==> config.mk <==
export PLATFORM = sky130hd
export DESIGN_NAME = sese_regs
export DESIGN_NICKNAME = d
export VERILOG_FILES = /design/src/rtl/sese_pkg.sv /design/src/rtl/sese_class_route.sv /design/src/rtl/sese_regs.sv
export SDC_FILE = /design/constraint.sdc
export NUM_CORES = 1
export LEC_CHECK = 0
export ABC_CLOCK_PERIOD_IN_PS = 1750
export BUFFER_PORTS_ARGS = -buffer_cell sky130_fd_sc_hd__buf_2
export CAP_MARGIN = 20
export CORE_MARGIN = 2
export CORE_UTILIZATION = 38
export CTS_CLUSTER_SIZE = 24
export DETAILED_ROUTE_END_ITERATION = 10
export MAX_ROUTING_LAYER = met4
export PLACE_DENSITY = 0.77
export SYNTH_ARGS = -nofsm -noshare
export SYNTH_HDL_FRONTEND = slang
export SYNTH_HIERARCHICAL = 1
export SYNTH_SLANG_ARGS = --single-unit
==> constraint.sdc <==
create_clock -name clk -period 1.75 [get_ports clk]
set_clock_uncertainty 0.1 [all_clocks]
set_input_delay 0.0875 -clock clk [delete_from_list [all_inputs] [get_ports clk]]
set_output_delay 0.0875 -clock clk [all_outputs]
set_load 0.005 [all_outputs]
==> src/rtl/sese_pkg.sv <==
// Package for the secondary error severity register logic
package sese_pkg;

    localparam int          CLS_W          = 14;
    localparam int          PTR_W          = 5;
    localparam int          ADDR_W         = 12;
    localparam int          DATA_W         = 32;

    // Register offsets in the extended configuration space
    localparam logic [11:0] SEV_OFFSET     = 12'h134;
    localparam logic [11:0] CAPS_OFFSET    = 12'h138;

    // Severity register layout
    localparam logic [31:0] SEV_RESET      = 32'h0000_1340;
    localparam logic [31:0] SEV_RW_MASK    = 32'h0000_3FEE;
    localparam logic [13:0] IMPL_CLASSES   = 14'h1E8C;
    localparam logic [31:0] CAPS_RESET     = 32'h0000_0000;
    localparam logic [4:0]  PTR_RESET      = 5'h00;

    // Field positions of the severity register
    localparam int          INTERNAL_FAULT_SEVERITY_BIT        = 13;
    localparam int          SYSTEM_ERROR_SEEN_SEVERITY_BIT     = 12;
    localparam int          PARITY_SIGNAL_SEEN_SEVERITY_BIT    = 11;
    localparam int          DELAYED_DISCARD_EXPIRY_SEVERITY_BIT = 10;
    localparam int          ADDRESS_PARITY_FAULT_SEVERITY_BIT  = 9;
    localparam int          ATTRIBUTE_FAULT_SEVERITY_BIT       = 8;
    localparam int          DATA_PARITY_FAULT_SEVERITY_BIT     = 7;
    localparam int          SPLIT_MESSAGE_DATA_SEVERITY_BIT    = 6;
    localparam int          UNEXPECTED_SPLIT_SEVERITY_BIT      = 5;
    localparam int          INITIATOR_ABORT_SEVERITY_BIT       = 3;
    localparam int          RESPONDER_ABORT_SEVERITY_BIT       = 2;
    localparam int          SPLIT_INITIATOR_ABORT_SEVERITY_BIT = 1;

    typedef struct packed {
        logic [31:0] severity;
        logic [4:0]  first_fault_pointer;
        logic        msg_fatal;
        logic        msg_nonfatal;
        logic [31:0] rdata;
        logic        rvalid;
    } sese_state_t;

endpackage : sese_pkg

==> src/rtl/sese_class_route.sv <==
// One error class: mask gate and severity routing to message requests
`timescale 1ns/1ps
module sese_class_route #(
    parameter bit IMPLEMENTED = 1'b1
) (
    input  wire logic detect,
    input  wire logic masked,
    input  wire logic severity,
    output logic      fatal_req,
    output logic      nonfatal_req
);
    // Unsupported classes never reach the message path
    assign fatal_req    = IMPLEMENTED && detect && !masked && severity;
    assign nonfatal_req = IMPLEMENTED && detect && !masked && !severity;
endmodule : sese_class_route

==> src/rtl/sese_regs.sv <==
// Secondary error severity and capabilities registers with message routing
//
// Function
// - A detected supported error is reported fatal when its severity bit is 1, else nonfatal.
// - Severity bits 12 and 9 are read/write and reset to 1.
// - Severity bits 11, 10, 7, 3 and 2 are read/write and reset to 0.
// - Severity bits 13, 8, 6, 5 and 1 are plain storage with no effect on reporting.
// - Severity bits 31:14, 4 and 0 read zero, giving a reset value of 0x00001340.
// - The capabilities register is read-only, resets to zero, and bits 31:5 read zero.
// - The pointer in bits 4:0 takes the status bit position of the first error detected.
// - A masked class gives no message and leaves the pointer unchanged.
`timescale 1ns/1ps
module sese_regs
(
    input  wire logic                         clk,
    input  wire logic                         rst,
    input  wire logic                         cfg_wr,
    input  wire logic                         cfg_rd,
    input  wire logic [sese_pkg::ADDR_W-1:0]  cfg_addr,
    input  wire logic [sese_pkg::DATA_W-1:0]  cfg_wdata,
    input  wire logic [3:0]                   cfg_be,
    output logic      [sese_pkg::DATA_W-1:0]  cfg_rdata,
    output logic                              cfg_rvalid,
    input  wire logic [sese_pkg::CLS_W-1:0]   err_detect,
    input  wire logic [sese_pkg::CLS_W-1:0]   err_mask,
    input  wire logic [sese_pkg::CLS_W-1:0]   err_status,
    output logic                              msg_fatal,
    output logic                              msg_nonfatal,
    output logic      [sese_pkg::PTR_W-1:0]   first_fault_pointer
);
    import sese_pkg::*;

    ////////////////////////////////////////////////////////////////////////////////
    sese_state_t             st;
    sese_state_t             next_st;
    logic [CLS_W-1:0]        fatal_req;
    logic [CLS_W-1:0]        nonfatal_req;
    logic [CLS_W-1:0]        hit;
    logic                    any_hit;
    logic [PTR_W-1:0]        first_idx;
    logic [31:0]             wmask;
    logic                    ptr_free;

    for (genvar i = 0; i < CLS_W; i++)
    begin : g_cls
        sese_class_route #(
            .IMPLEMENTED (IMPL_CLASSES[i])
        ) u_route (
            .detect       (err_detect[i]),
            .masked       (err_mask[i]),
            .severity     (st.severity[i]),
            .fatal_req    (fatal_req[i]),
            .nonfatal_req (nonfatal_req[i])
        );
    end

    ////////////////////////////////////////////////////////////////////////////////
    assign hit      = fatal_req | nonfatal_req;
    assign any_hit  = |hit;
    // Pointer may only move once software has cleared the bit it names
    assign ptr_free = !err_status[st.first_fault_pointer[3:0]] ||
                      (st.first_fault_pointer > 5'(CLS_W - 1));
    assign wmask    = {{8{cfg_be[3]}}, {8{cfg_be[2]}}, {8{cfg_be[1]}}, {8{cfg_be[0]}}}
                      & SEV_RW_MASK;

    always_comb
    begin
        // Lowest bit position wins when several classes fire together
        first_idx            = PTR_RESET;
        for (int i = CLS_W - 1; i >= 0; i--)
        begin
            if (hit[i])
            begin
                first_idx = PTR_W'(i);
            end
        end
        next_st              = st;
        next_st.msg_fatal    = |fatal_req;
        next_st.msg_nonfatal = |nonfatal_req;
        next_st.rvalid       = cfg_rd;
        next_st.rdata        = 32'h0000_0000;
        if (cfg_wr && (cfg_addr == SEV_OFFSET))
        begin
            // Unsupported class bits are kept but feed nothing
            next_st.severity = (st.severity & ~wmask) | (cfg_wdata & wmask);
        end
        if (any_hit && ptr_free)
        begin
            next_st.first_fault_pointer = first_idx;
        end
        if (cfg_rd)
        begin
            case (cfg_addr)
                SEV_OFFSET:  next_st.rdata = st.severity & SEV_RW_MASK;
                CAPS_OFFSET: next_st.rdata = {27'h0, st.first_fault_pointer};
                default:     next_st.rdata = 32'h0000_0000;
            endcase
        end
    end

    always_ff @(posedge clk)
    begin
        if (rst)
        begin
            st.severity            <= SEV_RESET;
            st.first_fault_pointer <= PTR_RESET;
            st.msg_fatal           <= 1'b0;
            st.msg_nonfatal        <= 1'b0;
            st.rdata               <= CAPS_RESET;
            st.rvalid              <= 1'b0;
        end
        else
        begin
            st <= next_st;
        end
    end

    assign cfg_rdata           = st.rdata;
    assign cfg_rvalid          = st.rvalid;
    assign msg_fatal           = st.msg_fatal;
    assign msg_nonfatal        = st.msg_nonfatal;
    assign first_fault_pointer = st.first_fault_pointer;
endmodule : sese_regs

==> results of run 1 <==
## where the power goes
part / total (W) / internal, W / switching (W)
Combinational: 0.000256 / 0.000140 / 0.000117
Clock: 0.000696 / 0.000421 / 0.000275
Sequential: 0.000736 / 0.000733 / 0.00000249
Total: 0.00169 / 0.00129 / 0.000394
## worst reg2reg max path, delay by kind of cell, from the launching register on
family / cells / cell delay, ns
AND/OR/NAND/NOR: 4 / 0.82
flip-flops: 1 / 0.34
AO/OA/AOI/OAI: 1 / 0.24
multiplexers: 1 / 0.24
## cell families (layout without fill, tap and decap cells)
group	Yosys count	after routing	share of synthesized area, %
simple gates	93	93	29.9
buf+inv	62	129	20.6
flops	32	32	30.9
compound gates	22	22	8.09
mux	15	15	9.05
other cells	8	34	1.45
## Yosys cell counts, types with 2 or more instances
library cell  instances  area share, %
inv_1                 6            1.1
nand3_1               2           0.48
nor4_1               12            3.6
nand2_1               6            1.1
o21ai_0               3           0.72
a31oi_1               2           0.60
conb_1                8            1.4
nor2b_1               4            1.2
nor3_1                2           0.48
and2_1               10            3.0
a211o_1               4            1.7
a21oi_1               2           0.48
a22oi_1               3            1.1
nand2b_1              3           0.91
nor2_1               27            4.9
a41oi_1               2           0.85
mux2i_1              12            5.8
and3b_1               7            3.0
nand4_4               2            2.1
nor3b_2               7            4.2
or4_1                 3            1.1
mux4_2                3            3.3
buf_2                 2           0.48
dfxtp_1              32             31
buf_4                51             18
nand3b_1              2           0.72
clkbuf_1              2           0.36
## timing repair
action                                  CTS  global route
gates cloned                              0             0
pin swaps                                 4             3
resized for setup                         5             1
setup buffers                             0             2
endpoints found under the hold margin    10             0
endpoints found under the setup margin    4             4
hold buffers                             10             0
## routing by layer
| metal | vias to the layer above | global-route usage (%) |
|---|---|---|
| met5 | - | - |
| met4 | 0 | 7.14 |
| met3 | 9 | 2.56 |
| met2 | 59 | 28.8 |
| met1 | 812 | 17.2 |
| li1 | 910 | - |
## path summary, 6_finish.rpt
path / endpoint / cells past startpoint
worst min register to register: cfg_rdata[5] / 1
worst max-delay path: first_fault_pointer[3] / 6
worst min-delay path: cfg_rvalid / 2
worst max register to register: first_fault_pointer[3] / 6
## through the flow
stage	power [W]	hold WS (ns)	utilization (%)	setup TNS [ns]
floorplan	0.000926	0.0779	-	0
global placement	0.000975	0.223	47.9	-0.806
detailed placement	0.000979	0.231	47.9	-1.33
CTS	0.00170	0.0108	52.2	-0.102
global route	0.00177	0.0372	52.7	-0.611
finish	0.00169	0.0175	52.7	-0.203
## cell type report
| class | count | area, um2 | share of cell area, % |
|---|---|---|---|
| Sequential cell | 32 | 646 | 23.7 |
| Inverter | 6 | 22.5 | 0.827 |
| Timing Repair Buffer | 115 | 696 | 25.5 |
| Multi-Input combinational cell | 164 | 1160 | 42.6 |
| Tap cell | 70 | 87.6 | 3.22 |
| Clock inverter | 3 | 42.5 | 1.56 |
| Clock buffer | 5 | 68.8 | 2.53 |
==> impl_metrics.env, run 1 <==
export IMPL_detail_route_antenna_nets=0
export IMPL_wl_met2_um=2500
export IMPL_timing_final_crit_share_pct=104
export IMPL_dr_total_vias=1790
export IMPL_ys_seq_elements=32
export IMPL_critPathRequiredTime_ns=1.86
export IMPL_setup_viol=4
export IMPL_synth_cell_types=40
export IMPL_syn_avg_cell_area_um2=8.94
export IMPL_cp_end_kind="flip-flop"
export IMPL_cts_path_max_buffers=2
export IMPL_regToRegSetupSlack_ns=-0.06
export IMPL_synth_flop_cell="dfxtp_1"
export IMPL_mostFrequentLayoutCells="77 x buf_2, 34 x conb_1, 28 x dfxtp_1, 28 x buf_4, 26 x nor2_1"
export IMPL_grt_use_total_pct=16.0
export IMPL_critPathMaxStageDelay_ns=0.44
export IMPL_crit_fanout=4
export IMPL_setup_slack_ns=-0.0636
export IMPL_fin_crit_ns=1.81
export IMPL_grt_pass1_wl_um=7480
export IMPL_layout_commonest_cell="buf_2"
export IMPL_drc=0
export IMPL_clock_sinks=32
export IMPL_async_flop_share_pct=0
export IMPL_critPathKind="flip-flop to flip-flop"
export IMPL_start_kind="flip-flop"
export IMPL_hp_start="rst"
export IMPL_place_area_um2=2480
export IMPL_status="complete, but fails checks"
export IMPL_route_met3_wl_um=237
export IMPL_cp_top_family="simple AND/OR/NAND/NOR gates"
export IMPL_topRoutingLayerUsed="met4"
export IMPL_dr_pass1_iters=4
export IMPL_synth_edff_count=0
export IMPL_overflow=0
export IMPL_total_leakage_power_nw=1.34
export IMPL_syn_inst=232
export IMPL_design_area_um2=2720
export IMPL_fill_cells=485
export IMPL_final_cells=395
export IMPL_drive_gt1_share_pct=43.1
export IMPL_core_um2=5170
export IMPL_wirelength_um=4710
export IMPL_place_ws_ns=-0.173
export IMPL_violations="negative setup slack"
export IMPL_synth_area_um2=2070
export IMPL_cts_max_level=2
export IMPL_gp_congestion=0.857
export IMPL_dp_cells=375
export IMPL_ir_drop_v=0.000325
export IMPL_clock_latency_ns=0.28
export IMPL_die_area_um2=6060
export IMPL_die_h_um=77.9
export IMPL_grt_max_degree=15
export IMPL_critPathBufInv=0
export IMPL_cts_tree="built"
export IMPL_io_buffers=77
export IMPL_rsz0062_at_grt="yes"
export IMPL_ios=134
export IMPL_max_cap_violations=0
export IMPL_clk_pin_slew_worst_paths_ns=0.06
export IMPL_rows=26
export IMPL_dieWidth_um=77.9
export IMPL_antenna_found_initial=0
export IMPL_syn2layout_area_growth_pct=31.4
export IMPL_drv_slew=0
export IMPL_antenna_cells=0
export IMPL_viasPerCell=4.53
export IMPL_hold_class="primary input to flip-flop"
export IMPL_grt_pass1_vias=1764
export IMPL_p_per_area_nw_per_um2=620
export IMPL_nets=418
export IMPL_wl_met1_um=1870
export IMPL_cts_made_buffers=5
export IMPL_yosys_warnings=6
export IMPL_wire_per_inst_um=11.9
export IMPL_synth_seq_area_share_pct=30.9
export IMPL_hpwl_um=3830
export IMPL_drtIter0Drc=60
export IMPL_initial_core_util_pct=40.1
export IMPL_worstPathCellList="and3b_1 > or4_4 > nor2_4 > nand2_2 > o221ai_4 > mux2i_1"
export IMPL_arrival_ns=1.92
export IMPL_hold_viol_final=0
export IMPL_clock_root_buffer="clkbuf_8"
export IMPL_max_freq_ghz=0.551
export IMPL_cp_slowest_cell="or4_4"
Power figures use the tool's default switching activity.
==> inputs of run 2 (changes only) <==
--- a/config.mk
+++ b/config.mk
@@ -6,7 +6,7 @@
 export NUM_CORES = 1
 export LEC_CHECK = 0
 export ABC_CLOCK_PERIOD_IN_PS = 1750
-export BUFFER_PORTS_ARGS = -buffer_cell sky130_fd_sc_hd__buf_2
+export BUFFER_PORTS_ARGS = -buffer_cell sky130_fd_sc_hd__buf_4
 export CAP_MARGIN = 20
 export CORE_MARGIN = 2
 export CORE_UTILIZATION = 38
==> impl_metrics.env, run 2 (same netlist as run 1, synthesis figures left out) <==
export IMPL_status="complete, but fails checks"
export IMPL_violations="negative setup slack"
export IMPL_drtIter0Drc=31
export IMPL_critPathRequiredTime_ns=1.85
export IMPL_mostFrequentLayoutCells="98 x buf_4, 34 x conb_1, 28 x dfxtp_1"
export IMPL_dr_pass1_iters=4
export IMPL_ios=134
export IMPL_initial_core_util_pct=40.1
export IMPL_grt_pass1_wl_um=7490
export IMPL_gp_congestion=0.841
export IMPL_crit_fanout=4
export IMPL_worstPathCellList="and3b_1 > or4_4 > nor2_4 > nand2_2 > o221ai_4 > mux2i_1"
export IMPL_syn2layout_area_growth_pct=38.6
export IMPL_dr_total_vias=1760
export IMPL_drc=0
export IMPL_setup_slack_ns=-0.00910
export IMPL_nets=411
export IMPL_hp_start="cfg_rd"
export IMPL_clock_root_buffer="clkbuf_8"
export IMPL_hpwl_um=3800
export IMPL_design_area_um2=2870
export IMPL_fin_crit_ns=1.76
export IMPL_cts_max_level=2
export IMPL_p_per_area_nw_per_um2=596
export IMPL_rr_endpoint="first_fault_pointer[0]"
export IMPL_critPathKind="flip-flop to flip-flop"
export IMPL_hold_class="primary input to flip-flop"
export IMPL_total_leakage_power_nw=1.35
export IMPL_rows=26
export IMPL_layout_commonest_cell="buf_4"
export IMPL_die_area_um2=6060
export IMPL_worst_r2r_cell_count=6
export IMPL_rsz0062_at_grt="yes"
export IMPL_dieWidth_um=77.9
export IMPL_antenna_cells=0
export IMPL_clock_latency_ns=0.28
export IMPL_io_buffers=77
export IMPL_cp_slowest_cell="or4_4"
export IMPL_power_total_w=0.00171
export IMPL_grt_use_total_pct=16.0
export IMPL_final_core_util_pct=55.6
export IMPL_arrival_ns=1.86
export IMPL_wirelength_um=4800
export IMPL_core_um2=5170
export IMPL_cts_made_buffers=5
export IMPL_setup_viol=2
export IMPL_dp_cells=371
export IMPL_wire_per_inst_um=12.4
export IMPL_whs_endpoint="cfg_rvalid"
export IMPL_grt_max_degree=23
export IMPL_clk_pin_slew_worst_paths_ns=0.07
export IMPL_cts_tree="built"
export IMPL_cts_setup_buffers=0
export IMPL_clock_sinks=32
export IMPL_drv_slew=0
export IMPL_critPathMaxStageDelay_ns=0.45
export IMPL_place_area_um2=2640
export IMPL_viasPerCell=4.54
export IMPL_cp_end_kind="flip-flop"
export IMPL_regToRegSetupSlack_ns=-0.009
export IMPL_place_ws_ns=-0.147
export IMPL_holdPathStages=2
export IMPL_ir_drop_v=0.000506
export IMPL_critPathBufInv=0
export IMPL_cp_top_family="simple AND/OR/NAND/NOR gates"
export IMPL_cts_path_max_buffers=2
export IMPL_start_kind="flip-flop"
export IMPL_hold_viol_final=0
export IMPL_timing_final_crit_share_pct=101
export IMPL_grt_pass1_vias=1718
export IMPL_die_h_um=77.9
export IMPL_final_cells=388
export IMPL_overflow=0
export IMPL_drive_gt1_share_pct=42.5
export IMPL_detail_route_antenna_nets=0
export IMPL_antenna_found_initial=0
export IMPL_max_cap_violations=0
export IMPL_max_freq_ghz=0.568
==> run 2: layout make-up <==
class	count	area (um2)
Clock buffer	5	68.8
Multi-Input combinational cell	164	1170
Fill cell	480	2300
Sequential cell	32	648
Timing Repair Buffer	108	837
Tap cell	70	87.6
Inverter	6	22.5
Clock inverter	3	42.5
==> run 2: repair_timing <==
item / 4_1_cts / 5_1_grt
endpoints found under the setup margin: 4 / 4
endpoints found under the hold margin: 9 / 0
hold buffers: 9 / 0
resized for setup: 6 / 3
pin swaps: 5 / 1
==> run 2: worst max-delay path by stage <==
stage / end / startpoint / cells after the start / slack, ns
2_1_floorplan: first_fault_pointer[0] / flip-flop / 5 / 0.003
3_5_place_dp: flip-flop / cfg_addr[7] / 6 / -0.15
3_3_place_gp: flip-flop / cfg_addr[7] / 6 / -0.11
4_1_cts: first_fault_pointer[0] / flip-flop / 6 / -0.02
5_1_grt: first_fault_pointer[3] / flip-flop / 6 / -0.11
6_report: first_fault_pointer[0] / flip-flop / 6 / -0.009
==> run 2: power breakdown <==
part | switching [W] | internal [W]
combinational | 0.000117 | 0.000169
clock | 0.000270 | 0.000421
sequential | 0.00000306 | 0.000732
==> run 2: per-layer routing <==
layer	routed length [um]	vias to the layer above	global-route usage [%]	share of wire, %
met5	0	-	-	0
met2	2670	52	30.3	56
met4	51	0	4.82	1.1
met3	275	4	3.72	5.7
met1	1800	805	16.1	38
li1	-	899	-	-
==> run 2: through the flow <==
stage | TNS (ns) | hold WS, ns
global placement | -0.760 | 0.220
detailed placement | -1.34 | 0.231
CTS | -0.0465 | 0.00333
finish | -0.0107 | 0.0135
floorplan | 0 | 0.0779
global route | -0.294 | 0.0147
==> run 2: worst reg2reg max path: cells and delay by family (launching register included) <==
family             cells  cell delay [ns]
and+or+nand+nor        4             0.83
muxes                  1             0.21
DFF                    1             0.34
AOI/OAI and AO/OA      1             0.21
